### src/rtl/ccm_cfg.svh
// constants for the cpu clock mode controller
`ifndef CCM_CFG_SVH
`define CCM_CFG_SVH
// cpu divider field codes
`define CCM_CDIV_1 2'h0
`define CCM_CDIV_2 2'h1
`define CCM_CDIV_4 2'h2
`define CCM_CDIV_16 2'h3
// cpu divider ratios minus one
`define CCM_CPU_DIV1_M1 4'h0
`define CCM_CPU_DIV2_M1 4'h1
`define CCM_CPU_DIV4_M1 4'h3
`define CCM_CPU_DIV8_M1 4'h7
`define CCM_CPU_DIV16_M1 4'hf
// fast oscillator prescaler codes
`define CCM_PRE_DIV2 3'h0
`define CCM_PRE_DIV4 3'h2
`define CCM_PRE_DIV8 3'h6
// fast prescaler ratios minus one
`define CCM_PRE_DIV2_M1 3'h1
`define CCM_PRE_DIV4_M1 3'h3
`define CCM_PRE_DIV8_M1 3'h7
// clock output pin source codes
`define CCM_CLOCK_OUTPUT_PIN_SUB 1'h0
`define CCM_CLOCK_OUTPUT_PIN_PERIPH 1'h1
`endif

### src/rtl/ccm_pkg.sv
// types for the cpu clock mode controller
package ccm_pkg;
  typedef enum logic [2:0] {
    CCM_MODE_MAIN, CCM_MODE_PLL, CCM_MODE_FAST_OCO, CCM_MODE_SLOW_OCO,
    CCM_MODE_SLOW_OCO_LP, CCM_MODE_LOW_SPEED, CCM_MODE_LOW_POWER
  } ccm_mode_e;

  typedef enum logic [2:0] {
    CCM_SRC_MAIN, CCM_SRC_PLL, CCM_SRC_FAST, CCM_SRC_SLOW, CCM_SRC_SUB
  } ccm_src_e;

  typedef struct packed {
    logic div8_select;
    logic [1:0] cpu_divider_field;
    logic pll_select;
    logic onchip_osc_select;
    logic subclock_select;
    logic main_clock_stop;
    logic onchip_osc_choice;
    logic fast_osc_enable;
    logic [2:0] fast_osc_prescaler;
    logic periph_clk_stop_in_wait;
    logic count_source_protect;
  } ccm_ctrl_s;

  // one-cycle enable pulses standing in for the source clocks
  typedef struct packed {
    logic main_clk;
    logic pll_clk;
    logic fast_onchip_raw_clk;
    logic slow_onchip_clk;
    logic sub_clk;
  } ccm_srcs_s;
endpackage

### src/rtl/ccm_divider.sv
// divides a clock enable pulse train by a programmable ratio
`timescale 1ns/10ps
module ccm_divider
  import ccm_pkg::*;
#(
  parameter int W = 4
) (
  input wire logic clock,
  input wire logic rst_n,
  input wire logic in_en,
  input wire logic [W-1:0] ratio_m1,
  output logic tick
);
  logic [W-1:0] cnt_r;

  // terminal count; >= guards against a ratio shrunk mid-period
  assign tick = in_en && (cnt_r >= ratio_m1);

  // period counter, restarts at every tick
  always_ff @(posedge clock or negedge rst_n) begin
    if (!rst_n) begin
      cnt_r <= '0;
    end else if (tick) begin
      cnt_r <= '0;
    end else if (in_en) begin
      cnt_r <= cnt_r + W'(1);
    end
  end
endmodule

### src/rtl/ccm_top.sv
// cpu clock mode controller: source select, dividers, wait mode
`timescale 1ns/10ps
`include "ccm_cfg.svh"
module ccm_top
  import ccm_pkg::*;
#(
  parameter int PORT_W = 8
) (
  input wire logic clock,
  input wire logic rst_n,
  input wire ccm_ctrl_s ctrl,
  input wire ccm_srcs_s srcs,
  input wire logic wait_instr,
  input wire logic wake,
  input wire logic clock_output_pin_sel,
  input wire logic [PORT_W-1:0] port_out,
  output logic cpu_clk_en,
  output logic wdt_clk_en,
  output logic periph_clk_main_en,
  output logic fast_onchip_clk_en,
  output logic clock_output_pin,
  output logic [PORT_W-1:0] port_pins,
  output logic in_wait,
  output ccm_mode_e clk_mode
);
  logic in_wait_r;
  logic cpu_clk_en_r;
  logic wdt_clk_en_r;
  logic periph_en_r;
  logic fast_en_r;
  logic clock_output_pin_r;
  logic [PORT_W-1:0] port_r;
  ccm_mode_e mode_r;
  ccm_src_e src_nxt;
  ccm_src_e cur_src_r;
  logic [3:0] ratio_nxt;
  logic [3:0] cur_ratio_r;
  logic [2:0] pre_m1;
  logic fast_tick;
  logic cpu_src_en;
  logic cpu_tick;
  logic f1_tick;
  logic clock_output_pin_run;

  // fast oscillator prescaler; unlisted codes fall back to divide-by-2
  always_comb begin
    case (ctrl.fast_osc_prescaler)
      `CCM_PRE_DIV4: pre_m1 = `CCM_PRE_DIV4_M1;
      `CCM_PRE_DIV8: pre_m1 = `CCM_PRE_DIV8_M1;
      default: pre_m1 = `CCM_PRE_DIV2_M1;
    endcase
  end

  ccm_divider #(.W(3)) u_fast_pre (
    .clock(clock),
    .rst_n(rst_n),
    .in_en(srcs.fast_onchip_raw_clk),
    .ratio_m1(pre_m1),
    .tick(fast_tick)
  );

  // requested source, priority: sub, onchip, pll, main
  always_comb begin
    if (ctrl.subclock_select) begin
      src_nxt = CCM_SRC_SUB;
    end else if (ctrl.onchip_osc_select) begin
      src_nxt = ctrl.onchip_osc_choice ? CCM_SRC_FAST : CCM_SRC_SLOW;
    end else if (ctrl.pll_select) begin
      src_nxt = CCM_SRC_PLL;
    end else begin
      src_nxt = CCM_SRC_MAIN;
    end
  end

  // requested cpu ratio; sub clock drives the cpu undivided
  always_comb begin
    if (src_nxt == CCM_SRC_SUB) begin
      ratio_nxt = `CCM_CPU_DIV1_M1;
    end else if (ctrl.div8_select) begin
      ratio_nxt = `CCM_CPU_DIV8_M1;
    end else begin
      case (ctrl.cpu_divider_field)
        `CCM_CDIV_2: ratio_nxt = `CCM_CPU_DIV2_M1;
        `CCM_CDIV_4: ratio_nxt = `CCM_CPU_DIV4_M1;
        `CCM_CDIV_16: ratio_nxt = `CCM_CPU_DIV16_M1;
        default: ratio_nxt = `CCM_CPU_DIV1_M1;
      endcase
    end
  end

  // enable of the source that currently feeds the cpu divider
  always_comb begin
    case (cur_src_r)
      CCM_SRC_PLL: cpu_src_en = srcs.pll_clk;
      CCM_SRC_FAST: cpu_src_en = fast_tick;
      CCM_SRC_SLOW: cpu_src_en = srcs.slow_onchip_clk;
      CCM_SRC_SUB: cpu_src_en = srcs.sub_clk;
      default: cpu_src_en = srcs.main_clk;
    endcase
  end

  // f1 follows the non-sub source at divide-by-1
  always_comb begin
    if (ctrl.onchip_osc_select) begin
      f1_tick = ctrl.onchip_osc_choice ? fast_tick : srcs.slow_onchip_clk;
    end else if (ctrl.pll_select) begin
      f1_tick = srcs.pll_clk;
    end else begin
      f1_tick = srcs.main_clk;
    end
  end

  ccm_divider #(.W(4)) u_cpu_div (
    .clock(clock),
    .rst_n(rst_n),
    .in_en(cpu_src_en),
    .ratio_m1(cur_ratio_r),
    .tick(cpu_tick)
  );

  // switch source and ratio only at a period end, so no runt period;
  // the old source must still run, which software ordering ensures
  always_ff @(posedge clock or negedge rst_n) begin
    if (!rst_n) begin
      cur_src_r <= CCM_SRC_MAIN;
      cur_ratio_r <= `CCM_CPU_DIV8_M1;
    end else if (cpu_tick) begin
      cur_src_r <= src_nxt;
      cur_ratio_r <= ratio_nxt;
    end
  end

  // mode decode
  always_ff @(posedge clock or negedge rst_n) begin
    if (!rst_n) begin
      mode_r <= CCM_MODE_MAIN;
    end else if (ctrl.subclock_select) begin
      if (ctrl.main_clock_stop && !ctrl.fast_osc_enable) begin
        mode_r <= CCM_MODE_LOW_POWER;
      end else begin
        mode_r <= CCM_MODE_LOW_SPEED;
      end
    end else if (ctrl.onchip_osc_select) begin
      if (ctrl.onchip_osc_choice) begin
        mode_r <= CCM_MODE_FAST_OCO;
      end else if (ctrl.main_clock_stop && !ctrl.fast_osc_enable) begin
        mode_r <= CCM_MODE_SLOW_OCO_LP;
      end else begin
        mode_r <= CCM_MODE_SLOW_OCO;
      end
    end else if (ctrl.pll_select) begin
      mode_r <= CCM_MODE_PLL;
    end else begin
      mode_r <= CCM_MODE_MAIN;
    end
  end

  // wait state: only the wait instruction enters, wake leaves first
  always_ff @(posedge clock or negedge rst_n) begin
    if (!rst_n) begin
      in_wait_r <= 1'b0;
    end else if (wake) begin
      in_wait_r <= 1'b0;
    end else if (wait_instr) begin
      in_wait_r <= 1'b1;
    end
  end

  // gated clock enables
  always_ff @(posedge clock or negedge rst_n) begin
    if (!rst_n) begin
      cpu_clk_en_r <= 1'b0;
      wdt_clk_en_r <= 1'b0;
      periph_en_r <= 1'b0;
      fast_en_r <= 1'b0;
    end else begin
      cpu_clk_en_r <= cpu_tick && !in_wait_r;
      wdt_clk_en_r <= cpu_tick &&
                      (!in_wait_r || ctrl.count_source_protect);
      periph_en_r <= f1_tick &&
                     !(in_wait_r && ctrl.periph_clk_stop_in_wait);
      fast_en_r <= fast_tick; // fast oscillator clock never gated
    end
  end

  assign clock_output_pin_run = (clock_output_pin_sel == `CCM_CLOCK_OUTPUT_PIN_SUB) ? srcs.sub_clk :
                      (f1_tick &&
                       !(in_wait_r && ctrl.periph_clk_stop_in_wait));

  // clock pin toggles on its source; ports freeze during wait
  always_ff @(posedge clock or negedge rst_n) begin
    if (!rst_n) begin
      clock_output_pin_r <= 1'b0;
      port_r <= '0;
    end else begin
      if (clock_output_pin_run) begin
        clock_output_pin_r <= !clock_output_pin_r;
      end
      if (!in_wait_r) begin
        port_r <= port_out;
      end
    end
  end

  assign cpu_clk_en = cpu_clk_en_r;
  assign wdt_clk_en = wdt_clk_en_r;
  assign periph_clk_main_en = periph_en_r;
  assign fast_onchip_clk_en = fast_en_r;
  assign clock_output_pin = clock_output_pin_r;
  assign port_pins = port_r;
  assign in_wait = in_wait_r;
  assign clk_mode = mode_r;
endmodule

### config.mk
export PLATFORM = sky130hd
export DESIGN_NAME = ccm_top
export DESIGN_NICKNAME = d
export VERILOG_FILES = /design/src/rtl/ccm_pkg.sv /design/src/rtl/ccm_divider.sv /design/src/rtl/ccm_top.sv
export VERILOG_INCLUDE_DIRS = /design/src /design/src/rtl
export SDC_FILE = /design/constraint.sdc
export NUM_CORES = 1
export LEC_CHECK = 0
export ABC_AREA = 1
export CAP_MARGIN = 20
export CORE_ASPECT_RATIO = 1.5
export CORE_MARGIN = 2
export CORE_UTILIZATION = 30
export DETAILED_ROUTE_END_ITERATION = 16
export DONT_BUFFER_PORTS = 1
export GPL_TIMING_DRIVEN = 1
export MAX_ROUTING_LAYER = met4
export SLEW_MARGIN = 10
export SYNTH_ARGS = -nofsm -noshare
export SYNTH_HDL_FRONTEND = slang
export SYNTH_SLANG_ARGS = --single-unit
### constraint.sdc
create_clock -name clock -period 4.3 [get_ports clock]
set_input_delay 1.075 -clock clock [delete_from_list [all_inputs] [get_ports clock]]
set_output_delay 1.075 -clock clock [all_outputs]
set_load 0.02 [all_outputs]
==> reports/results.ini, run 1 <==
[finish]
area_delta_synth_final_pct=9.93
final_cells=281
drive_gt1_share_pct=8.45
final_cell_mix=nand2_1, inv_1, dfrtp_1
fillCellCount=553
antenna_cells=0
multi_input_area_um2=698
register_area_um2=779
finish.utilization_pct=34.3
final_common_cell=nand2_1
fin_area_um2=1790
nNetsFinal=252

[global_routing]
grt_pass1_vias=1178
grt_max_degree=32
antenna_found_initial=0
grt_pass1_wl_mm=5.13
grtUsageTotal_pct=11.3
overflow=0

[cts]
holdBufCountCts=0
clock-sinks=31
cts_tree=done
clkLatencyLatePin_ns=0.28
ctsResizeCount=0
htree_levels=2
root_buffer=clkbuf_8
cts_setup_buffers=0
cts_buffer_depth=2
path_clk_slew_ns=0.07
cts_buffers=5

[floorplanning]
start_util_pct=31.2
die_h_um=94.1
core_um2=5200
die_x_um=64.1
fp-row-count=32
dieArea_um2=6030
io-pin-count=49

[placed_design]
post-place-ws_ns=1.80
portBuffers=0
post_dp_cell_area_um2=1690
dpl.hpwl_mm=2.44
gp_congestion=0.741
place_inst=273

[pwr]
irDropWorstVdd_v=0.000164
total_power_mw=1.15
powerDensity_nw_per_um2=643
power.leakage_nw=0.972

[synthesis]
synth_edf_count=0
async_flop_share_pct=100
synthCells=209
syn_nets=249
synth_area_per_cell_um2=7.78
ys.flop_type=dfrtp_1
ys.warnings.count=0
netlist_area_um2=1630
ys_seq_area_share_pct=48.0
synth_seq_cells=31
synth_cell_types=24

[setup_path]
ff2ff_path_depth=11
cp_max_fo=13
r2r_slack_ns=2.57
worstPathRequired_ns=4.48
worstSetupPathType=in -> reg
r2r-start=cur_ratio_r[1]
rr_endpoint=u_cpu_div.cnt_r[1]
critPathLaunchType=input pin
worst_ep_arrival_time_ns=2.36
cp-end-kind=flop

[timing]
fmax_mhz=459
rsz0062_at_grt=no
maxSlewViolCount=0
fin_tns_setup_ns=0
skew_ns=0.00857
layout_setup_ws_ns=2.12
hold_violations=0
min_period_ns=2.18
period_share_pct=50.7
tightest_slew_ns=0.552
whs_ns=0.462
max_slew_margin_pct=63.2
finalSetupViolations=0

[min_path]
worstHoldStart=cur_ratio_r[2]
hold_path_class=reg -> reg
holdPathEnd=cur_ratio_r[2]
holdPathStages=2

[routing]
drtPass1Iterations=4
ant_nets=0
viasPerCell=4.49
drtIter0Drc=49
drt_wl_total_mm=3.20
remaining_drc_errors=0
wire_per_inst_um=11.4
num_vias=1261

[run]
cap_violations=0

[run_status]
outcome=completed

==> cells by family (layout without fill, tap and decap cells) <==
logic type | Yosys count | in the layout | share of synthesized area, %
AND/OR/NAND/NOR | 117 | 117 | 31.1
AO/OA/AOI/OAI | 14 | 14 | 4.62
buffers and inverters | 37 | 41 | 9.08
XOR/XNOR | 2 | 2 | 1.08
adder cells (fa/ha/maj) | 8 | 8 | 6.16
flip-flops | 31 | 31 | 48.0
==> layer usage <==
metal | track usage (%) | part of all wire (%) | up-vias
met5 | - | 0 | -
met4 | 6.56 | 2.7 | 0
met3 | 2.52 | 5.0 | 6
met2 | 19.4 | 51 | 36
met1 | 11.7 | 41 | 561
li1 | - | - | 658
==> Yosys cell counts, types with 3 or more instances <==
library cell,instances,area (um2)
nand4_1,4,25.0
dfstp_2,3,78.8
a21oi_1,6,30.0
o21ai_0,6,30.0
dfrtp_1,28,701
nand3_1,23,115
ha_1,8,100
nand2_1,69,259
nor2_1,13,48.8
inv_1,30,113
==> worst max-delay path by stage <==
stage                     startpoint            endpoint  cells past startpoint
after floorplan              ctrl[2]  u_cpu_div.cnt_r[3]                     10
after global placement       ctrl[2]  u_cpu_div.cnt_r[0]                     11
after detailed placement     ctrl[2]        cur_src_r[0]                     10
after CTS                    ctrl[2]        cur_src_r[0]                     10
after global routing         ctrl[2]  u_cpu_div.cnt_r[0]                     11
final                        ctrl[2]  u_cpu_div.cnt_r[0]                     11
==> area by class of cell <==
type	instances	share of cell area, %
inverters	33	6.93
clock buffers	8	5.60
multi-input cells	141	39.1
well taps	68	4.76
flip-flops and latches	31	43.6
==> sequential cells by signal (all words and copies together), names as in the netlist, 3 cells and up <==
| name | cells |
|---|---|
| cur_ratio_r | 4 |
| u_cpu_div.cnt_r | 4 |
| u_fast_pre.cnt_r | 3 |
| port_pins | 8 |
| clk_mode | 3 |
| cur_src_r | 3 |
==> power breakdown <==
group / internal (mW) / switching, mW
sequential: 0.383 / 0.0932
combinational: 0.149 / 0.275
clock: 0.146 / 0.102
total: 0.678 / 0.470
==> critical path, stage by stage <==
cell     delay [ns]
inv_1          0.05
nand3_1        0.07
ha_1           0.29
nand3_1        0.07
nand3_1        0.10
nand3_1        0.10
nand3_2        0.25
inv_1          0.19
nand2_1        0.07
nand2_1        0.05
inv_1          0.03
(Power assumes the default switching activity.)
==> run 2, diff against run 1 <==
- clock period: 4.3 -> 2.3 ns (I/O delays scaled with it)
==> reports/results.ini, run 2 (synthesis gave the netlist of run 1 again) <==
[run_status]
outcome=completed

[run]
cap_violations=0

[cts]
clock-sinks=31
cts_buffer_depth=2
cts_buffers=5
cts_setup_buffers=0
ctsResizeCount=0
htree_levels=2
cts_tree=done
path_clk_slew_ns=0.07
root_buffer=clkbuf_8
clkLatencyLatePin_ns=0.28

[timing]
tightest_slew_ns=0.554
finalSetupViolations=0
maxSlewViolCount=0
skew_ns=0.00964
min_period_ns=1.72
layout_setup_ws_ns=0.581
period_share_pct=74.7
fin_tns_setup_ns=0
hold_violations=0
rsz0062_at_grt=no
fmax_mhz=582
max_slew_margin_pct=63.1

[floorplanning]
dieArea_um2=6030
fp-row-count=32
core_um2=5200
io-pin-count=49
die_h_um=94.1
die_x_um=64.1
start_util_pct=31.2

[routing]
viasPerCell=4.60
ant_nets=0
remaining_drc_errors=0
drt_wl_total_mm=3.23
wire_per_inst_um=11.5
num_vias=1297
drtIter0Drc=57
drtPass1Iterations=4

[global_routing]
antenna_found_initial=0
grt_pass1_vias=1242
grt_max_degree=29
grt_pass1_wl_mm=5.36
overflow=0
grtUsageTotal_pct=11.8

[finish]
antenna_cells=0
drive_gt1_share_pct=8.88
largest_register_ffs=8
area_delta_synth_final_pct=10.2
finish.utilization_pct=34.4
final_common_cell=nand2_1
nNetsFinal=253
final_cell_mix=nand2_1, inv_1, dfrtp_1

[pwr]
power.leakage_nw=0.971
total_power_mw=2.11
irDropWorstVdd_v=0.000378
powerDensity_nw_per_um2=1180

[setup_path]
ff2ff_path_depth=9
crit_start=cur_ratio_r[1]
endpoint=cur_src_r[2]
r2r_slack_ns=0.58
worstSetupPathType=reg -> reg
worst-path-stages=9
worst_ep_arrival_time_ns=1.89
cp_max_fo=10
cpLargestDelayFamily=simple AND/OR/NAND/NOR gates
r2r-start=cur_ratio_r[1]
rr_endpoint=cur_src_r[2]
cp_num_buf_inv=2
slowest_stage=dfstp_2
worstPathRequired_ns=2.47
crit_chain=inv_1, ha_1, inv_1, o21bai_1, nand3_1, nand3_2, nand2_2, nand2_1, nand2_1
slowest_delay_ns=0.53
cp-end-kind=flop
critPathLaunchType=flop

[placed_design]
gp_congestion=0.714
post-place-ws_ns=0.286
dpl.hpwl_mm=2.42
portBuffers=0

[min_path]
hold_path_class=in -> async

run 2: changes by cell type in the layout (fill, tap and decap cells not counted):
cell | before | now
buf_12 | 0 | 1
clkbuf_8 | 7 | 5
clkinv_2 | 0 | 1
clkinvlp_4 | 0 | 1
run 2: worst min path at each step:
stage / from / end / slack, ns / cells after the start
after floorplan: rst_n / clk_mode[0] / 0.28 / 0
after global placement: rst_n / clk_mode[1] / 0.28 / 0
after detailed placement: rst_n / clk_mode[0] / 0.28 / 0
after CTS: rst_n / clk_mode[0] / 0.10 / 1
after global routing: rst_n / clk_mode[2] / 0.10 / 1
final: rst_n / u_fast_pre.cnt_r[1] / 0.10 / 1
run 2: where the power goes:
part | leakage [nW] | internal, mW | total, mW | switching [mW]
sequential | 0.381 | 0.716 | 0.887 | 0.171
combinational | 0.549 | 0.282 | 0.805 | 0.523
clock | 0.0412 | 0.211 | 0.416 | 0.205
run 2: layout make-up:
class,count,area (um2)
clock buffer,6,72.6
clock inverter,2,12.5
fill,559,3410
inverter,33,124
multi-input combinational,141,698
sequential,31,779
tap,68,85.1
timing repair buffer,1,20.0
run 2: per-stage QoR:
step	cells	hold slack (ns)	area (um2)
finish	282	0.101	1790
global route	282	0.100	1790
CTS	282	0.104	1790
detailed placement	273	0.280	1690
global placement	273	0.280	1690
floorplan	209	0.279	1630
run 2: layer usage:
| layer | global-route usage [%] | up-vias | part of all wire, % |
|---|---|---|---|
| met4 | 6.38 | 0 | 2.7 |
| li1 | - | 662 | - |
| met1 | 13.0 | 588 | 41 |
| met3 | 2.28 | 6 | 6.4 |
| met2 | 20.1 | 41 | 50 |
| met5 | - | - | 0 |
run 2: timing repair:
| action | 4_1_cts | 5_1_grt |
|---|---|---|
| hold endpoints to repair | 28 | 0 |
| setup endpoints to repair | 0 | 0 |
| hold buffers | 1 | 0 |
